### config.mk
export PLATFORM = sky130hd
export DESIGN_NAME = driver_fault_monitor
export DESIGN_NICKNAME = d
export VERILOG_FILES = /design/src/rtl/fault_mon_pkg.sv /design/src/rtl/driver_fault_monitor.sv /design/src/rtl/short_guard.sv
export SDC_FILE = /design/constraint.sdc
export NUM_CORES = 1
export LEC_CHECK = 0
export ABC_AREA = 1
export BUFFER_PORTS_ARGS = -buffer_cell sky130_fd_sc_hd__buf_2
export CORE_UTILIZATION = 53
export DETAILED_ROUTE_END_ITERATION = 6
export PLACE_DENSITY = 0.88
export SYNTH_ARGS = -nofsm -noshare
export SYNTH_HDL_FRONTEND = slang
export SYNTH_SLANG_ARGS = --single-unit
### constraint.sdc
create_clock -name clk -period 2.5 [get_ports clk]
set_clock_uncertainty 0.05 [all_clocks]
set_input_delay 0.25 -clock clk [delete_from_list [all_inputs] [get_ports clk]]
set_output_delay 0.25 -clock clk [all_outputs]
set_load 0.005 [all_outputs]
### src/rtl/fault_mon_pkg.sv
package fault_mon_pkg;
	// system clock period
	localparam int CLK_NS = 5;
	// short detection delay choices, as times
	localparam int DLY_SEL0_NS = 3200;
	localparam int DLY_SEL1_NS = 1600;
	localparam int DLY_SEL2_NS = 1200;
	localparam int DLY_SEL3_NS = 800;
	// least times round up to whole cycles
	localparam int DLY_SEL0_CYC = (DLY_SEL0_NS + CLK_NS - 1) / CLK_NS;
	localparam int DLY_SEL1_CYC = (DLY_SEL1_NS + CLK_NS - 1) / CLK_NS;
	localparam int DLY_SEL2_CYC = (DLY_SEL2_NS + CLK_NS - 1) / CLK_NS;
	localparam int DLY_SEL3_CYC = (DLY_SEL3_NS + CLK_NS - 1) / CLK_NS;
	localparam int TIMER_W_DEF = 10;
	// short counter ceiling that latches the bridges off
	localparam logic [1:0] SHORT_LIMIT = 2'h3;
	// register map
	localparam int ADDR_W = 8;
	localparam logic [7:0] ADDR_CTRL = 8'h00;
	localparam logic [7:0] ADDR_STATUS = 8'h04;
	// control word fields
	localparam int OFF_TIME_SETTING_LSB = 0;
	localparam int OFF_TIME_SETTING_W = 4;
	localparam int SDD_BIT = 4;
	localparam int DSEL_LSB = 5;
	localparam int SLOPE_LSB = 7;
	localparam int CS_LSB = 9;
	localparam int CS_W = 5;
	// status word fields
	localparam int ST_SFA_BIT = 0;
	localparam int ST_SFB_BIT = 1;
	localparam int ST_OLA_BIT = 2;
	localparam int ST_OLB_BIT = 3;
	localparam int ST_OVERTEMP_WARNING_FLAG_BIT = 4;
	localparam int ST_OT_BIT = 5;
	localparam int ST_CS_LSB = 6;
	// pin synchroniser lanes
	localparam int NSYNC = 5;
	localparam int SY_DIS = 0;
	localparam int SY_WARN = 1;
	localparam int SY_SHUT = 2;
	localparam int SY_VOKA = 3;
	localparam int SY_VOKB = 4;
	// high side slope modes
	typedef enum logic [1:0] {
		SLP_MIN = 2'h0,
		SLP_MIN_TC = 2'h1,
		SLP_MED_TC = 2'h2,
		SLP_MAX = 2'h3
	} slope_type;
endpackage : fault_mon_pkg

### src/rtl/driver_fault_monitor.sv
// The register offsets and the address-and-strobe port were left to the implementer.
module driver_fault_monitor
	import fault_mon_pkg::*;
#(
	parameter int TIMER_W = TIMER_W_DEF
)(
	input wire logic clk,
	input wire logic rst_b,
	input wire logic [ADDR_W-1:0] addr,
	input wire logic [31:0] wdata,
	input wire logic wr_en,
	input wire logic rd_en,
	output logic [31:0] rdata,
	input wire logic bridge_disable_input,
	input wire logic temp_warn_pin,
	input wire logic temp_shut_pin,
	input wire logic volt_ok_a,
	input wire logic volt_ok_b,
	input wire logic hs_on_a,
	input wire logic hs_on_b,
	input wire logic polarity_a,
	input wire logic polarity_b,
	input wire logic chop_event_a,
	input wire logic chop_event_b,
	input wire logic current_low_a,
	input wire logic current_low_b,
	input wire logic target_missed_a,
	input wire logic target_missed_b,
	input wire logic fullstep_mode,
	input wire logic shift_in,
	output logic serial_out,
	output logic spi_ready,
	output logic bridge_en_a,
	output logic bridge_en_b,
	output logic chop_end_a,
	output logic chop_end_b,
	output logic [1:0] hs_gate_current
);
	typedef struct packed {
		logic [OFF_TIME_SETTING_W-1:0] off_time_setting;
		logic sdd;
		logic [1:0] dsel;
		slope_type slope;
		logic [CS_W-1:0] cs;
		logic [NSYNC-1:0] s1;
		logic [NSYNC-1:0] s2;
		logic [NSYNC-1:0] s3;
		logic [NSYNC-1:0] filt;
		logic [1:0] pol_prev;
		logic [1:0] chop_seen;
		logic [1:0] miss_seen;
		logic [1:0] ol;
		logic [1:0] gate_cur;
		logic [31:0] rdata;
		logic sout;
		logic ready;
	} mon_type;

	mon_type st_r;
	mon_type st_nxt;
	logic user_off;
	logic ot;
	logic warn;
	logic latched;
	logic drive_on;
	logic [1:0] pol;
	logic [1:0] pol_chg;
	logic [1:0] chop_ev;
	logic [1:0] cur_low;
	logic [1:0] missed;
	logic [1:0] trip;
	logic [1:0] block;
	logic [1:0] sflag;
	logic [TIMER_W-1:0] delay_cyc;
	logic [31:0] ctrl_word;
	logic [31:0] status_word;

	if ((1 << TIMER_W) <= DLY_SEL0_CYC)
	begin : g_chk
		$error("driver_fault_monitor: TIMER_W too narrow for the longest delay");
	end

	// delay select decode
	function automatic logic [TIMER_W-1:0] delay_of(input logic [1:0] sel);
		case (sel)
			2'h0: delay_of = TIMER_W'(DLY_SEL0_CYC);
			2'h1: delay_of = TIMER_W'(DLY_SEL1_CYC);
			2'h2: delay_of = TIMER_W'(DLY_SEL2_CYC);
			default: delay_of = TIMER_W'(DLY_SEL3_CYC);
		endcase
	endfunction : delay_of

	// per coil inputs gathered so both coils share one loop
	assign pol = {polarity_b, polarity_a};
	assign chop_ev = {chop_event_b, chop_event_a};
	assign cur_low = {current_low_b, current_low_a};
	assign missed = {target_missed_b, target_missed_a};
	assign pol_chg = pol ^ st_r.pol_prev;

	// driver enable chain; filtered pins only, never the raw stages
	assign user_off = st_r.filt[SY_DIS] | (st_r.off_time_setting == '0);
	assign ot = st_r.filt[SY_SHUT];
	assign warn = st_r.filt[SY_WARN];
	assign latched = |sflag;
	assign drive_on = !user_off && !ot && !latched;
	assign delay_cyc = delay_of(st_r.dsel);

	// bridges drop in the same cycle as a trip; open load plays no part
	assign bridge_en_a = drive_on && !block[0];
	assign bridge_en_b = drive_on && !block[1];
	assign chop_end_a = trip[0];
	assign chop_end_b = trip[1];

	short_guard #(
		.TIMER_W(TIMER_W)
	) u_guard_a (
		.clk(clk),
		.rst_b(rst_b),
		.driver_off(user_off),
		.detect_off(st_r.sdd),
		.delay_cyc(delay_cyc),
		.hs_on(hs_on_a),
		.volt_ok(st_r.filt[SY_VOKA]),
		.pol_change(pol_chg[0]),
		.trip(trip[0]),
		.bridge_block(block[0]),
		.short_flag(sflag[0])
	);

	short_guard #(
		.TIMER_W(TIMER_W)
	) u_guard_b (
		.clk(clk),
		.rst_b(rst_b),
		.driver_off(user_off),
		.detect_off(st_r.sdd),
		.delay_cyc(delay_cyc),
		.hs_on(hs_on_b),
		.volt_ok(st_r.filt[SY_VOKB]),
		.pol_change(pol_chg[1]),
		.trip(trip[1]),
		.bridge_block(block[1]),
		.short_flag(sflag[1])
	);

	// register images
	always_comb
	begin
		ctrl_word = '0;
		ctrl_word[OFF_TIME_SETTING_LSB +: OFF_TIME_SETTING_W] = st_r.off_time_setting;
		ctrl_word[SDD_BIT] = st_r.sdd;
		ctrl_word[DSEL_LSB +: 2] = st_r.dsel;
		ctrl_word[SLOPE_LSB +: 2] = st_r.slope;
		ctrl_word[CS_LSB +: CS_W] = st_r.cs;
		status_word = '0;
		status_word[ST_SFA_BIT] = sflag[0];
		status_word[ST_SFB_BIT] = sflag[1];
		status_word[ST_OLA_BIT] = st_r.ol[0];
		status_word[ST_OLB_BIT] = st_r.ol[1];
		status_word[ST_OVERTEMP_WARNING_FLAG_BIT] = warn;
		status_word[ST_OT_BIT] = ot;
		status_word[ST_CS_LSB +: CS_W] = st_r.cs;
	end

	// next state
	always_comb
	begin
		st_nxt = st_r;
		// three stage pin sync; a change counts when stages two and three agree
		st_nxt.s1 = {volt_ok_b, volt_ok_a, temp_shut_pin, temp_warn_pin, bridge_disable_input};
		st_nxt.s2 = st_r.s1;
		st_nxt.s3 = st_r.s2;
		for (int i = 0; i < NSYNC; i++)
		begin
			if (st_r.s2[i] == st_r.s3[i])
			begin
				st_nxt.filt[i] = st_r.s3[i];
			end
		end
		// open load: judged over each constant polarity period
		for (int i = 0; i < 2; i++)
		begin
			if (pol_chg[i])
			begin
				if (drive_on && !cur_low[i])
				begin
					st_nxt.ol[i] = !st_r.chop_seen[i]
						|| (fullstep_mode && st_r.miss_seen[i]);
				end
				// an event in the toggle cycle belongs to the new period
				st_nxt.chop_seen[i] = chop_ev[i];
				st_nxt.miss_seen[i] = missed[i];
			end
			else
			begin
				st_nxt.chop_seen[i] = st_r.chop_seen[i] | chop_ev[i];
				st_nxt.miss_seen[i] = st_r.miss_seen[i] | missed[i];
			end
		end
		st_nxt.pol_prev = pol;
		// compensated modes step one notch up above the warning level
		st_nxt.gate_cur = st_r.slope;
		if (warn && (st_r.slope == SLP_MIN_TC || st_r.slope == SLP_MED_TC))
		begin
			st_nxt.gate_cur = st_r.slope + 2'h1;
		end
		// register writes
		if (wr_en && addr == ADDR_CTRL)
		begin
			st_nxt.off_time_setting = wdata[OFF_TIME_SETTING_LSB +: OFF_TIME_SETTING_W];
			st_nxt.sdd = wdata[SDD_BIT];
			st_nxt.dsel = wdata[DSEL_LSB +: 2];
			st_nxt.slope = slope_type'(wdata[SLOPE_LSB +: 2]);
			st_nxt.cs = wdata[CS_LSB +: CS_W];
		end
		// read data stand for exactly one cycle; unmapped reads give zero
		st_nxt.rdata = '0;
		if (rd_en)
		begin
			case (addr)
				ADDR_CTRL: st_nxt.rdata = ctrl_word;
				ADDR_STATUS: st_nxt.rdata = status_word;
				default: st_nxt.rdata = '0;
			endcase
		end
		st_nxt.sout = shift_in;
		st_nxt.ready = 1'b1;
	end

	// the supply monitor reset clears every bit, settings included
	always_ff @(posedge clk)
	begin
		if (!rst_b)
		begin
			st_r <= '0;
		end
		else
		begin
			st_r <= st_nxt;
		end
	end

	assign rdata = st_r.rdata;
	assign serial_out = st_r.sout;
	assign spi_ready = st_r.ready;
	assign hs_gate_current = st_r.gate_cur;
endmodule : driver_fault_monitor

### src/rtl/short_guard.sv
module short_guard
	import fault_mon_pkg::*;
#(
	parameter int TIMER_W = TIMER_W_DEF
)(
	input wire logic clk,
	input wire logic rst_b,
	input wire logic driver_off,
	input wire logic detect_off,
	input wire logic [TIMER_W-1:0] delay_cyc,
	input wire logic hs_on,
	input wire logic volt_ok,
	input wire logic pol_change,
	output logic trip,
	output logic bridge_block,
	output logic short_flag
);
	typedef struct packed {
		logic [TIMER_W-1:0] timer;
		logic fired;
		logic [1:0] cnt;
		logic flag;
	} guard_type;

	guard_type st_r;
	guard_type st_nxt;
	logic inc;
	logic dec;

	if ((1 << TIMER_W) <= DLY_SEL0_CYC)
	begin : g_chk
		$error("short_guard: TIMER_W too narrow for the longest delay");
	end

	// on phase timer, one trip per on phase, persistence counter
	always_comb
	begin
		st_nxt = st_r;
		trip = 1'b0;
		if (!hs_on)
		begin
			st_nxt.timer = '0;
			st_nxt.fired = 1'b0;
		end
		else if (!detect_off && !st_r.fired && !volt_ok)
		begin
			if (st_r.timer == delay_cyc)
			begin
				trip = 1'b1;
				st_nxt.fired = 1'b1;
			end
			else
			begin
				st_nxt.timer = st_r.timer + 1'b1;
			end
		end
		inc = trip;
		dec = pol_change && (st_r.cnt != 2'h0);
		if (inc && !dec && (st_r.cnt != SHORT_LIMIT))
		begin
			st_nxt.cnt = st_r.cnt + 2'h1;
		end
		else if (dec && !inc)
		begin
			st_nxt.cnt = st_r.cnt - 2'h1;
		end
		// flag only once the short has persisted to the limit
		st_nxt.flag = st_r.flag | (st_nxt.cnt == SHORT_LIMIT);
		if (driver_off)
		begin
			st_nxt = '0;
			trip = 1'b0;
		end
	end

	always_ff @(posedge clk)
	begin
		if (!rst_b)
		begin
			st_r <= '0;
		end
		else
		begin
			st_r <= st_nxt;
		end
	end

	// the bridge drops in the trip cycle itself, then stays off for the phase
	assign bridge_block = trip | st_r.fired;
	assign short_flag = st_r.flag;
endmodule : short_guard

==> flow_metrics.tcl <==
set metrics [dict create \
    status "complete, no violations" \
    clockPowerShare_pct 38.4 \
    irDropWorstVdd_mv 0.359 \
    pwr-share-seq_pct 57.4 \
    wl_met1_um 3600 \
    drv_cap 0 \
    start_util_pct 55.9 \
    power.switching_uw 610 \
    dr.pass1.iters 4 \
    area_growth_pct 11.5 \
    rows 31 \
    startpoint_type "flop" \
    wl_per_cell_um 11.6 \
    hold_path_class "in -> reg" \
    pin_count 101 \
    final_util_pct 62.4 \
    gp_congestion 0.847 \
    met2_length_um 4210 \
    wl_um 8350 \
    synth-async-reset-ratio_pct 0 \
    setup_tns_ns 0 \
    finalCritPeriodShare_pct 93.1 \
    drc 0 \
    final_max_slew_viol_count 0 \
    ys_seq_area_share_pct 42.7 \
    highest_layer "met4" \
    avgSynthCellArea_um2 7.35 \
    post-route-min-period_ns 2.33 \
    layout_commonest_cell "nand2_1" \
    dieHeight_um 90.2 \
    p_sw_share_pct 24.5 \
    pwr-share-comb_pct 4.2 \
    routed-wl-met3_um 418 \
    portBuffers 64 \
    chipWidth_um 90.2 \
    dp_hpwl_um 6200 \
    vias 3457 \
    cts_buffer_depth 2 \
    grt_first_pass_wirelength_um 13900 \
    htree_levels 3 \
    final_hold_viol_count 0 \
    worstMarginPinSlew_ns 0.542 \
    required_ns 2.20 \
    cts_tree "yes" \
    path_max_fanout 5 \
    synth_top_area_cell "dfxtp_1" \
    via_per_inst 4.81 \
    synth-edff-count 0 \
    drt_iter0_markers 177 \
    yosysWarnings 0 \
    grt_setup_unrepaired "no" \
    ys.flop_type "dfxtp_1" \
    syn_area_mm2 0.00412 \
    insertion_delay_ns 0.36 \
    postRouteAntennaNets 0 \
    cts-root-buf "clkbuf_8" \
    core-area_mm2 0.00737 \
    die_area_mm2 0.00814 \
    overflow 0 \
    nets 687 \
    grt_max_degree 43 \
    synth_top_area_share_pct 42.7 \
    synth_area_leaders "dfxtp_1 (43%), nand2_1 (11%), inv_1 (8.1%)" \
    p_per_area_mw_per_mm2 541 \
    mostFrequentLayoutCells "nand2_1 (123), inv_1 (89), dfxtp_1 (87)" \
    cts_buffers 9 \
    diodes 0 \
    p_leak_uw 0.00220 \
    drive_gt1_share_pct 18.5 \
    clock-sinks 88 \
    max_freq_mhz 429 \
    cellInternalPower_uw 1880 \
    ys_types 32 \
    synthCells 561 \
    cp-end-kind "primary output" \
    clkTransAtPathRegs_ns 0.09 \
    grt_pass1_vias 3281 \
    critPathKind "reg -> out" \
    slew_headroom_pct 63.8 \
    crit_arrival_ns 2.03 \
    ys_ff_latch 88 \
    finalSetupViolations 0 \
    groute.usage.overall_pct 21.1 \
    antenna_found_initial 0 \
]
## state kept, by name, indices dropped and copies added (netlist names)
signal and flops:
st_r 17, u_guard_a.short_flag 1, rdata 14, u_guard_b.short_flag 1
ctrl_word 14, u_guard_a.st_r 13, hs_gate_current 2, ot 1
u_guard_b.st_r 13, st_nxt 10, spi_ready 1, serial_out 1
## final cells by class
type	count	area (um^2)
inverter	96	360
clock buffer	10	138
multi-input combinational	351	1790
tap	99	124
fill	649	2770
timing repair buffer	69	363
sequential	88	1760
clock inverter	6	55.1
## cell families (layout without fill, tap and decap cells)
family / after synthesis / in the layout / synth area share [%]
fa+ha+maj: 11 / 11 / 3.34
simple gates: 228 / 228 / 25.5
compound gates: 87 / 87 / 11.1
other cells: 1 / 18 / 0.0910
flops: 88 / 88 / 42.7
xor+xnor: 7 / 7 / 1.49
buf+inv: 139 / 181 / 15.8
## synth_stat cells, types with 2 or more instances
| master | count |
|---|---|
| buf_4 | 34 |
| nor2_1 | 52 |
| nor2_2 | 2 |
| inv_1 | 89 |
| nor3_4 | 2 |
| nand3_1 | 14 |
| a21oi_1 | 45 |
| nand2_1 | 123 |
| nor2_4 | 4 |
| xor2_1 | 6 |
| o21bai_2 | 2 |
| clkbuf_1 | 9 |
| nand4_1 | 6 |
| and3_1 | 2 |
| nor3_1 | 10 |
| ha_1 | 11 |
| a21boi_0 | 2 |
| dfxtp_1 | 88 |
| inv_2 | 7 |
| nand2_2 | 3 |
| o21ai_0 | 36 |
| nand3_2 | 4 |
## layer usage
layer | vias to the layer above | global-route usage [%]
met4 | 0 | 8.60
met1 | 1556 | 24.5
met3 | 9 | 5.41
met2 | 93 | 37.0
met5 | - | 0
li1 | 1799 | -
## power by group through the flow
stage / clock (uW) / sequential (uW) / combinational [uW]
5_1_grt: 1030 / 1430 / 117
3_3_place_gp: 0 / 1460 / 96.1
6_report: 955 / 1430 / 104
3_5_place_dp: 0 / 1460 / 100
2_1_floorplan: 0 / 1460 / 71.7
4_1_cts: 974 / 1430 / 102
## path summary, 6_finish.rpt
path / start / to / slack, ns / depth (start not counted)
min reg2reg: st_nxt[54] / st_nxt[49] / 0.37 / 2
min: temp_warn_pin / st_nxt[55] / 0.02 / 3
max: ctrl_word[6] / chop_end_b / 0.17 / 11
max reg2reg: ctrl_word[5] / u_guard_a.st_r[8] / 0.43 / 13
## worst max-delay path: stages (launching register included)
cell     delay [ns]
dfxtp_2        0.37
inv_2          0.12
ha_2           0.25
inv_2          0.07
nand2_1        0.06
nand2_1        0.05
nor2_1         0.12
nand2_2        0.10
nor2_8         0.14
nand3_4        0.11
nor2_2         0.14
buf_2          0.13
## repair_timing
item | 4_1_cts | 5_1_grt
hold endpoints to repair | 1 | 1
hold buffers | 1 | 1
gates resized for setup | 0 | 4
endpoints found under the setup margin | 0 | 4
setup buffers | 0 | 1
## per-stage QoR
stage	instance area (um^2)	worst slack, ns	total power [uW]	hold WS, ns	cells
after global routing	4600	0.00125	2580	0.0168	719
after floorplan	4190	0.711	1530	0.228	578
after CTS	4560	0.0212	2500	0.000288	717
after detailed placement	4360	0.444	1560	0.350	700
final	4600	0.171	2490	0.0199	719
after global placement	4360	0.470	1550	0.342	700
Note: power is estimated with default switching activity, not from simulation.
